$ cat src/mdc_defs.svh
// Register offsets, field positions and constants of the arithmetic unit
`ifndef MDC_DEFS_SVH
`define MDC_DEFS_SVH
`define MDC_A_MUL_A    8'h00
`define MDC_A_MUL_B    8'h04
`define MDC_A_MUL_LO   8'h08
`define MDC_A_MUL_HI   8'h0c
`define MDC_A_DVD      8'h10
`define MDC_A_DVS      8'h14
`define MDC_A_QUOT     8'h18
`define MDC_A_REM      8'h1c
`define MDC_A_DSTAT    8'h20
`define MDC_A_CRC_DATA 8'h24
`define MDC_A_CRC_SEED 8'h28
`define MDC_A_CRC_CTRL 8'h2c
`define MDC_A_CRC_SCR  8'h30
`define MDC_STAT_BUSY  0
`define MDC_STAT_DZ    1
`define MDC_CTRL_RIN   0
`define MDC_CTRL_ROUT  1
`define MDC_CRC_POLY   32'h04c11db7
`define MDC_CRC_SEED0  32'hffffffff
`define MDC_DIV_STEPS  5'h10
`define MDC_CNT_W32    3'h4
`define MDC_CNT_W16    3'h2
`define MDC_CNT_W8     3'h1
`define MDC_BE_W32     4'hf
`define MDC_BE_LO16    4'h3
`define MDC_BE_HI16    4'hc
`endif

$ cat src/mdc_pkg.sv
// Types shared by the arithmetic unit
`default_nettype none
package mdc_pkg;
    typedef struct packed {
        logic        rd;
        logic        wr;
        logic [7:0]  addr;
        logic [3:0]  be;
        logic [31:0] wdata;
    } mdc_req_t;
    typedef struct packed {
        logic [31:0] data;
        logic [2:0]  cnt;
    } mdc_crc_word_t;
    typedef enum logic [0:0] {
        DIV_IDLE = 1'b0,
        DIV_RUN  = 1'b1
    } mdc_div_st_t;
endpackage
`default_nettype wire

$ cat src/mdc_unit.sv
// Multiplier, signed divider and CRC-32 engine behind an Avalon-MM slave
// Behaviour
// - Multiplier gives full 32x32 product combinationally from operand registers.
// - Divider works on signed two's complement operands and results.
// - Dividend is 32 bits wide, divisor 16 bits wide.
// - Quotient 32 bits; 16-bit remainder sign-extended to 32 bits.
// - Starting a division with zero divisor sets a readable flag.
// - Each division takes 16 clock cycles until results are valid.
// - Writing the divisor starts a division; load dividend first.
// - Reading quotient or remainder while busy waits until done.
// - CRC-32 uses generator polynomial 0x4C11DB7.
// - CRC accepts 8, 16 or 32 bit input writes.
// - Software may load a starting value into the checksum.
// - One data register: writes feed data, reads give checksum.
// - Written input word is buffered so stalls spare running work.
// - Each input word is processed within 4 clock cycles.
// - An 8-bit scratch register is free for software.
// - Input and output bit order reversal are selectable.
//
// Implementation choices: the register offsets and the Avalon-MM interface to the registers.
`default_nettype none
`include "mdc_defs.svh"

module mdc_unit
    import mdc_pkg::*;
(
    // Clock and reset
    input  wire logic        mclk,
    input  wire logic        rstn,
    // Avalon-MM slave
    input  wire logic [7:0]  avs_address,
    input  wire logic [3:0]  avs_byteenable,
    input  wire logic        avs_read,
    input  wire logic        avs_write,
    input  wire logic [31:0] avs_writedata,
    output logic [31:0]      avs_readdata,
    output logic             avs_waitrequest
);

    // ****************************************
    // Helpers
    // ****************************************
    // One restoring step: {quotient bit, new partial remainder}
    function automatic logic [17:0] div_step(input logic [16:0] rem, input logic b,
                                             input logic [16:0] d);
        logic [16:0] sh;
        sh = {rem[15:0], b};
        if (sh >= d) begin
            div_step = {1'b1, 17'(sh - d)};
        end else begin
            div_step = {1'b0, sh};
        end
    endfunction

    function automatic logic [31:0] crc_byte(input logic [31:0] c, input logic [7:0] b);
        logic fb;
        crc_byte = c;
        for (int i = 7; i >= 0; i--) begin
            fb = crc_byte[31] ^ b[i];
            crc_byte = {crc_byte[30:0], 1'b0} ^ (fb ? `MDC_CRC_POLY : 32'h0);
        end
    endfunction

    function automatic logic [31:0] bit_rev(input logic [31:0] v, input logic per_byte);
        bit_rev = v;
        for (int i = 0; i < 32; i++) begin
            bit_rev[i] = per_byte ? v[(i & ~7) + 7 - (i & 7)] : v[31 - i];
        end
    endfunction

    // ****************************************
    // Bus decode
    // ****************************************
    mdc_req_t req;
    assign req = {avs_read, avs_write, avs_address, avs_byteenable, avs_writedata};

    wire hit_mula = req.addr == `MDC_A_MUL_A;
    wire hit_mulb = req.addr == `MDC_A_MUL_B;
    wire hit_dvd  = req.addr == `MDC_A_DVD;
    wire hit_dvs  = req.addr == `MDC_A_DVS;
    wire hit_quot = req.addr == `MDC_A_QUOT;
    wire hit_rem  = req.addr == `MDC_A_REM;
    wire hit_crc  = req.addr == `MDC_A_CRC_DATA;
    wire hit_seed = req.addr == `MDC_A_CRC_SEED;
    wire hit_ctrl = req.addr == `MDC_A_CRC_CTRL;
    wire hit_scr  = req.addr == `MDC_A_CRC_SCR;

    logic        rd_ack_r;
    logic [31:0] rdata_r;
    logic [31:0] mul_a_r, mul_b_r, dvd_r;
    logic [15:0] dvs_r;
    logic        dz_r;
    mdc_div_st_t st_r;
    logic [4:0]  cnt_r;
    logic [16:0] rem_r, dmag_r;
    logic [31:0] qsh_r, quot_r, remd_r;
    logic        qneg_r, rneg_r;
    logic [31:0] crc_r, seed_r;
    logic [1:0]  ctrl_r;
    logic [7:0]  scr_r;
    mdc_crc_word_t buf_r, eng_r;
    logic        buf_full_r;

    wire div_busy = st_r == DIV_RUN;
    // Checksum reads and seed loads wait for an idle engine,
    // so software never sees a half-folded word
    wire crc_idle = eng_r.cnt == 3'h0 && !buf_full_r;
    wire eng_free = eng_r.cnt <= 3'h1;

    wire stall_div = req.rd && (hit_quot || hit_rem) && div_busy;
    wire stall_crc = (req.wr && hit_crc && buf_full_r)
                   || (((req.rd && hit_crc) || (req.wr && hit_seed)) && !crc_idle);
    wire stall     = stall_div || stall_crc;
    // Ack flop blocks a second capture of the same read
    wire rd_go     = req.rd && !stall && !rd_ack_r;
    wire wr_go     = req.wr && !stall;

    // Read answers one cycle after acceptance so read data comes from a flop
    assign avs_waitrequest = req.rd ? !rd_ack_r : stall;
    assign avs_readdata    = rdata_r;

    // ****************************************
    // Multiplier
    // ****************************************
    // Combinational product
    // Long combinational path, traded for zero latency
    wire [63:0] product = 64'(mul_a_r) * 64'(mul_b_r);

    // ****************************************
    // Divider
    // ****************************************
    // Divisor write starts
    wire        div_start = wr_go && hit_dvs;
    wire [15:0] dvs_in    = req.wdata[15:0];
    wire [16:0] dvs_mag   = dvs_in[15] ? 17'(17'h0 - {1'b1, dvs_in}) : {1'b0, dvs_in};
    wire [31:0] dvd_mag   = dvd_r[31] ? 32'(32'h0 - dvd_r) : dvd_r;

    // Two quotient bits per cycle, 16 cycles
    wire [17:0] st1     = div_step(rem_r, qsh_r[31], dmag_r);
    wire [17:0] st2     = div_step(st1[16:0], qsh_r[30], dmag_r);
    wire [31:0] qsh_nxt = {qsh_r[29:0], st1[17], st2[17]};
    wire [31:0] quot_nxt = qneg_r ? 32'(32'h0 - qsh_nxt) : qsh_nxt;
    wire [15:0] rem16    = rneg_r ? 16'(16'h0 - st2[15:0]) : st2[15:0];
    wire [31:0] remd_nxt = {{16{rem16[15]}}, rem16};

    // Zero divisor still runs all steps, so busy time never
    // depends on the operands; its results carry no meaning

    always_ff @(posedge mclk or negedge rstn) begin
        if (!rstn) begin
            st_r   <= DIV_IDLE;
            cnt_r  <= 5'h0;
            rem_r  <= 17'h0;
            dmag_r <= 17'h0;
            qsh_r  <= 32'h0;
            qneg_r <= 1'b0;
            rneg_r <= 1'b0;
            quot_r <= 32'h0;
            remd_r <= 32'h0;
            dz_r   <= 1'b0;
        end else if (div_start) begin
            st_r   <= DIV_RUN;
            cnt_r  <= `MDC_DIV_STEPS;
            rem_r  <= 17'h0;
            dmag_r <= dvs_mag;
            qsh_r  <= dvd_mag;
            qneg_r <= dvd_r[31] ^ dvs_in[15];
            rneg_r <= dvd_r[31];
            dz_r   <= dvs_in == 16'h0;
        end else if (div_busy) begin
            rem_r <= st2[16:0];
            qsh_r <= qsh_nxt;
            cnt_r <= cnt_r - 5'h1;
            if (cnt_r == 5'h1) begin
                st_r   <= DIV_IDLE;
                quot_r <= quot_nxt;
                remd_r <= remd_nxt;
            end
        end
    end

    // ****************************************
    // CRC engine
    // ****************************************
    // Per-byte input reversal
    wire [31:0] wd_in = bit_rev(req.wdata, 1'b1);
    wire [31:0] wd    = ctrl_r[`MDC_CTRL_RIN] ? wd_in : req.wdata;
    wire [7:0]  lane8 = req.be[3] ? wd[31:24] : req.be[2] ? wd[23:16]
                      : req.be[1] ? wd[15:8]  : wd[7:0];
    wire [15:0] lane16 = req.be[2] ? wd[31:16] : wd[15:0];
    // 8, 16 or 32 bit input
    mdc_crc_word_t in_w;
    assign in_w = (req.be == `MDC_BE_W32) ? {wd, `MDC_CNT_W32}
                : (req.be == `MDC_BE_LO16 || req.be == `MDC_BE_HI16)
                  ? {lane16, 16'h0, `MDC_CNT_W16}
                  : {lane8, 24'h0, `MDC_CNT_W8};
    wire crc_wr = wr_go && hit_crc;

    always_ff @(posedge mclk or negedge rstn) begin
        if (!rstn) begin
            buf_r      <= '0;
            buf_full_r <= 1'b0;
            eng_r      <= '0;
            crc_r      <= `MDC_CRC_SEED0;
        end else begin
            if (eng_r.cnt != 3'h0) begin
                crc_r <= crc_byte(crc_r, eng_r.data[31:24]);
            end
            // Parked word goes first to keep input order
            if (eng_free && buf_full_r) begin
                eng_r      <= buf_r;
                buf_full_r <= 1'b0;
            end else if (eng_free && crc_wr) begin
                eng_r <= in_w;
            end else if (eng_r.cnt != 3'h0) begin
                eng_r <= {eng_r.data << 8, 3'(eng_r.cnt - 3'h1)};
            end
            if (crc_wr && !eng_free) begin
                buf_r      <= in_w;
                buf_full_r <= 1'b1;
            end
            if (wr_go && hit_seed) begin
                crc_r <= req.wdata;
            end
        end
    end

    // ****************************************
    // Registers and read path
    // ****************************************
    // Data reads give checksum
    wire [31:0] crc_out = ctrl_r[`MDC_CTRL_ROUT] ? bit_rev(crc_r, 1'b0) : crc_r;
    // Unmapped offsets read as zero
    logic [31:0] rd_mux;
    always_comb begin
        rd_mux = 32'h0;
        unique case (req.addr)
            `MDC_A_MUL_A:    rd_mux = mul_a_r;
            `MDC_A_MUL_B:    rd_mux = mul_b_r;
            `MDC_A_MUL_LO:   rd_mux = product[31:0];
            `MDC_A_MUL_HI:   rd_mux = product[63:32];
            `MDC_A_DVD:      rd_mux = dvd_r;
            `MDC_A_DVS:      rd_mux = {16'h0, dvs_r};
            `MDC_A_QUOT:     rd_mux = quot_r;
            `MDC_A_REM:      rd_mux = remd_r;
            `MDC_A_DSTAT:    rd_mux = {30'h0, dz_r, div_busy};
            `MDC_A_CRC_DATA: rd_mux = crc_out;
            `MDC_A_CRC_SEED: rd_mux = seed_r;
            `MDC_A_CRC_CTRL: rd_mux = {30'h0, ctrl_r};
            `MDC_A_CRC_SCR:  rd_mux = {24'h0, scr_r};
            default:         rd_mux = 32'h0;
        endcase
    end

    always_ff @(posedge mclk or negedge rstn) begin
        if (!rstn) begin
            rd_ack_r <= 1'b0;
            rdata_r  <= 32'h0;
        end else begin
            rd_ack_r <= rd_go;
            if (rd_go) begin
                rdata_r <= rd_mux;
            end
        end
    end

    always_ff @(posedge mclk or negedge rstn) begin
        if (!rstn) begin
            mul_a_r <= 32'h0;
            mul_b_r <= 32'h0;
            dvd_r   <= 32'h0;
            dvs_r   <= 16'h0;
            seed_r  <= `MDC_CRC_SEED0;
            ctrl_r  <= 2'h0;
            scr_r   <= 8'h0;
        end else if (wr_go) begin
            if (hit_mula) mul_a_r <= req.wdata;
            if (hit_mulb) mul_b_r <= req.wdata;
            if (hit_dvd)  dvd_r   <= req.wdata;
            if (hit_dvs)  dvs_r   <= dvs_in;
            if (hit_seed) seed_r  <= req.wdata;
            if (hit_ctrl) ctrl_r  <= req.wdata[1:0];
            if (hit_scr)  scr_r   <= req.wdata[7:0];
        end
    end

endmodule // mdc_unit
`default_nettype wire

$ cat config.mk
export PLATFORM = sky130hd
export DESIGN_NAME = mdc_unit
export DESIGN_NICKNAME = d
export VERILOG_FILES = /design/src/mdc_pkg.sv /design/src/mdc_unit.sv
export VERILOG_INCLUDE_DIRS = /design/src
export SDC_FILE = /design/constraint.sdc
export NUM_CORES = 2
export LEC_CHECK = 0
export ABC_CLOCK_PERIOD_IN_PS = 14700
export BUFFER_PORTS_ARGS = -buffer_cell sky130_fd_sc_hd__buf_2
export CAP_MARGIN = 20
export CORE_MARGIN = 4
export CORE_UTILIZATION = 40
export CTS_BUF_LIST = sky130_fd_sc_hd__clkbuf_4
export DETAILED_ROUTE_END_ITERATION = 16
export GPL_TIMING_DRIVEN = 0
export MAX_ROUTING_LAYER = met4
export PLACE_DENSITY = 0.61
export SETUP_SLACK_MARGIN = 0.3
export SLEW_MARGIN = 20
export SYNTH_ARGS = -nofsm -noshare
export SYNTH_HDL_FRONTEND = slang
export SYNTH_SLANG_ARGS = --single-unit
$ cat constraint.sdc
create_clock -name mclk -period 14.7 [get_ports mclk]
set_input_delay 2.205 -clock mclk [delete_from_list [all_inputs] [get_ports mclk]]
set_output_delay 2.205 -clock mclk [all_outputs]
set_load 0.1 [all_outputs]
; Word level (Yosys, flattened, before mapping)
; Index checks and enable logic that the tools add are counted.
[word_totals]
inputBits = 48
output_inout_bits = 33
word_cells = 154
ff_bits = 412
[op_classes]
addsub = 8
reduce_logical = 43
muxes = 40
eq_ne = 16
bitwise = 18
mul = 1
order_cmp = 3
[ops]
columns = op, count
row1 = $pmux 32 s13, 1
row2 = $mux 32, 8
row3 = $xor 32x27->32, 8
row4 = $mux 27, 8
row5 = $mux 35, 5
row6 = $mul 32x32->64, 1
row7 = $mux 16, 4
row8 = $sub 1x32->32 const A, 2
row9 = $eq 8x6->1 const B, 5
row10 = $mux 18, 2
row11 = $ge 17x17->1, 2
row12 = $sub 17x17->17, 2
row13 = $eq 8x5->1 const B, 4
row14 = $mux 8, 3
row15 = $logic_and 1x1->1, 17
row16 = $mux 17, 1
row17 = $sub 1x17->17 const A, 1
row18 = $eq 8x4->1 const B, 2
row19 = $logic_not 16->1, 1
row20 = $sub 1x16->16 const A, 1
row21 = $reduce_and 2->1, 7
row22 = $mux 5, 2
row23 = $xor 1x1->1, 9
row24 = $eq 4x4->1 const B, 2
row25 = 15 further kinds, 31

; Logic depth before layout (Yosys ltp)
[logic_depth]
word_depth = 26
depth_mapped = 30

; Worst setup path before layout
; No wires, ideal clock.
[synth_path]
path_kind = flip-flop to flip-flop
startpoint = register mul_b_r[2]
endpoint = register rdata_r[23], in the netlist avs_readdata[23]
setup_time_ns = 0.127
stages_incl_launch_ff = 28
required_ns = 14.573
period_less_slack_ns = 7.458
setup_slack_ns = 7.242
t_arrival_ns = 7.331
cell_sequence = dfrtp_1 clkbuf_1 and2_1 fa_1 inv_1 fa_1 fa_1 fa_1 inv_1 fa_1 inv_1 fa_1 inv_1 fa_1 fa_1 ha_1 clkbuf_1 a21o_1 a31oi_1 o21ai_0 a41oi_1 a2111oi_0 o31ai_1 o21a_1 nor3_1 a31o_2 a221oi_1 nor2_1
[synth_via]
elab_chain_len = 2
[synth_lines]
columns = item, line_no
row1 = "start, declared", mdc_unit.sv:90  ; logic [31:0] mul_a_r, mul_b_r, dvd_r;
row2 = "start signal, assigned", mdc_unit.sv:278  ; if (hit_mulb) mul_b_r <= req.wdata;
row3 = $mul 32x32->64, mdc_unit.sv:127  ; wire [63:0] product = 64'(mul_a_r) * 64'(mul_b_r);
row4 = $pmux 32 s13, mdc_unit.sv:237  ; unique case (req.addr)
row5 = "end signal, assigned", mdc_unit.sv:262  ; rdata_r <= rd_mux;
row6 = "end, declared", mdc_unit.sv:89  ; logic [31:0] rdata_r;
; No other way between the ends.
; A chain may end at the register's enable or synchronous reset.

; Worst setup path in the final report
[layout_path]
startpoint = register mul_a_r[15]
endpoint = register rdata_r[23], in the netlist avs_readdata[23]
[layout_via]
elab_chain_len = 2
[layout_lines]
columns = item, line_no
row1 = "start, declared", mdc_unit.sv:90
row2 = "start signal, assigned", mdc_unit.sv:277  ; if (hit_mula) mul_a_r <= req.wdata;
row3 = $mul 32x32->64, mdc_unit.sv:127
row4 = $pmux 32 s13, mdc_unit.sv:237
; No other way between the ends.

==> run summary <==
GR Overflow Total = 0
core outline area = 141000 sq um
register bit total from synthesis = 411
most common cell after layout, fill and taps aside = nand2_1
CTS tree = done
Tmin final = 10870 ps
CP top delay family = adder cells
largest fanout on the critical path = 12
detailed placer's ending HPWL = 187000 um
clk slew on worst S/H paths = 70 ps
FILL cells = 14.1k
area of the multi-input gates = 41700 sq um
met3 Track Usage GR = 8.96%
clock buffer count from CTS = 101
Setup CP Type = reg -> reg
Post-CTS Resized = 0
Required @ worst endpoint = 15410 ps
Max Clock Freq = 92.0 MHz
Seq/Total Area, Yosys = 18.2%
WP data arrival = 11590 ps
H-tree depth = 3
worst path bufs/invs = 3
share of cells above drive strength 1 = 7.31%
slowest stage cell, crit path = a221oi_1
largest cells by area after synthesis = fa_1 32%, dfrtp_1 15%, ha_1 6.7%, and2_1 6.6%, nand2_1 6.5%
DRC viols = 0
status = complete, no violations
Starting Density = 40.2%
IO Port Bufs = 70
Post-CTS Setup Inserts = 0
Via Count = 47.7k
final WL = 233000 um
Clock Tree Buf Depth = 3
post-route antenna net violation count = 0
Critical Path End Type = flop
1st-pass router iterations = 8
vias per cell = 5.68
hold_buf cts = 0
post-synthesis instance total = 6241
final worst-path cycle share = 74.0%
dominant cell type by area after synthesis = fa_1
clk sinks = 411
setup tns final = 0 ps
largest net degree at the start of global routing = 100
drt wl/cell = 27.7 um
grt peak-use layer = met2
final design area excluding fillers = 61000 sq um
initial antenna violation count = 25
die area = 148000 sq um
most used cell, CP = fa_1
LEAKAGE = 0.0290 uW
Hold Crit Class = reg -> reg
Regs by FF count = buf_r (35), eng_r (35)
Syn Nets = 7492
final setup skew = 103 ps
pwr/cell area = 86.3 nW/um^2
yosys synthesis warning count = 0
GPL Wtd Cong = 1.06
FFs w/ async S/R, synth = 100%
worst-path cell chain = clkbuf_1 -> and2_1 -> fa_1 -> fa_1 -> inv_1 -> fa_1 -> fa_1 -> fa_1 -> inv_1 -> fa_1 -> fa_1 -> fa_1 -> ha_1 -> a21oi_1 -> o21ai_0 -> a41oi_1 -> a2111oi_1 -> o31ai_1 -> o21a_1 -> nor3_1 -> a31o_2 -> a221oi_1 -> nor2_1
# rows = 138
RSZ-0062 raised after global routing = false
die span in x = 385 um
met2 Use GR = 47.7%
Post-Syn Area = 56900 sq um
worst skew pair latency = 920 ps
Worst Tran Pin Value = 1270 ps
top_reg_cell synth = dfrtp_1
Slew headroom = 15.5%
syn_area_per_cell = 9.11 sq um
placed cell areas = 59700 sq um
initial drt markers = 5610
final setup fails = 0
Distinct cells, synth = 84
max cap viols = 0
# nets final = 7672
slowest stage delay, CP = 930 ps
Total GRT Usage = 32.3%
M1 GR Usage = 40.0%
critical path launch point type = flop
most frequent cells in the layout = 986 x nand2_1, 901 x inv_1, 898 x fa_1
Post-synth EDFFs = 0
final slew viol count = 0
P&R area growth vs syn = 7.33%
top-area cell type share of the netlist area = 31.6%
Hold Vio Cnt, Final = 0
vias in the first global route = 48.9k
VDD IR max = 0.0000885 V
Util after Layout = 43.2%
Die Y = 385 um
first-pass GRT wire length = 336000 um
Reg area = 10400 sq um
clk root buf = clkbuf_4
num ports = 81
## synthesized netlist by cell type, types with 64 or more instances
library cell  number
dfrtp_1          347
dfstp_2           64
xnor2_1          154
fa_1             898
o21ai_0          249
ha_1             305
mux2i_1          110
and2_1           600
xor2_1            94
mux2_2           125
a21oi_1          163
clkbuf_1         374
nand2_1          986
nor2_1           182
inv_1            901
## stage by stage
| step | power (uW) | std cells | hold slack, ps | setup WS, ps |
|---|---|---|---|---|
| after floorplan | 3370 | 6241 | 439 | 7240 |
| after global placement | 4200 | 8201 | 449 | 3030 |
| after detailed placement | 4240 | 8207 | 453 | 4160 |
| after CTS | 5220 | 8374 | 460 | 4140 |
| after global routing | 5530 | 8390 | 484 | 3840 |
| final | 5270 | 8397 | 465 | 3830 |
## routing by layer
layer	wire (um)	part of all wire, %
met1	88500	38
met5	0	0
met3	26600	11
met2	101000	43
met4	16800	7.2
## cells by family after synthesis
kind of cell,Yosys count,share of synthesized area [%]
fa+ha+maj,1203,38.3
xor+xnor,248,3.82
compound gates,828,9.55
flops,411,18.2
simple gates,2024,17.1
buf+inv,1291,8.56
mux,236,4.44
## final timing paths
path / start / endpoint / slack [ps] / cells after the start
worst min register to register: seed_r[16] / seed_r[16] / 470 / 2
min in group asynchronous: rstn / avs_readdata[11] / 1300 / 1
worst max-delay path: mul_a_r[15] / avs_readdata[23] / 3830 / 23
max in group asynchronous: rstn / mul_b_r[8] / 12030 / 3
worst max register to register: mul_a_r[15] / avs_readdata[23] / 3830 / 23
worst min-delay path: seed_r[16] / seed_r[16] / 470 / 2
## tightest hold or removal path, stage by stage, from the launching register on
cell	delay (ps)
dfstp_2	370
nand2_1	50
nand2_1	50
## layout make-up
class	count	area share (%)
flip-flops and latches	411	17.0
inverters	901	5.54
well taps	1890	3.87
multi-input cells	4539	68.3
diodes	22	0.0902
clock buffers	147	1.81
repair buffers	77	0.832
clock inverters	20	0.178
plain buffers	390	2.44
## power breakdown
group	total, uW	internal (uW)	switching [uW]
clock network	968	470	498
logic	2530	959	1570
registers	1770	1410	354
Power figures use the tool's default switching activity.
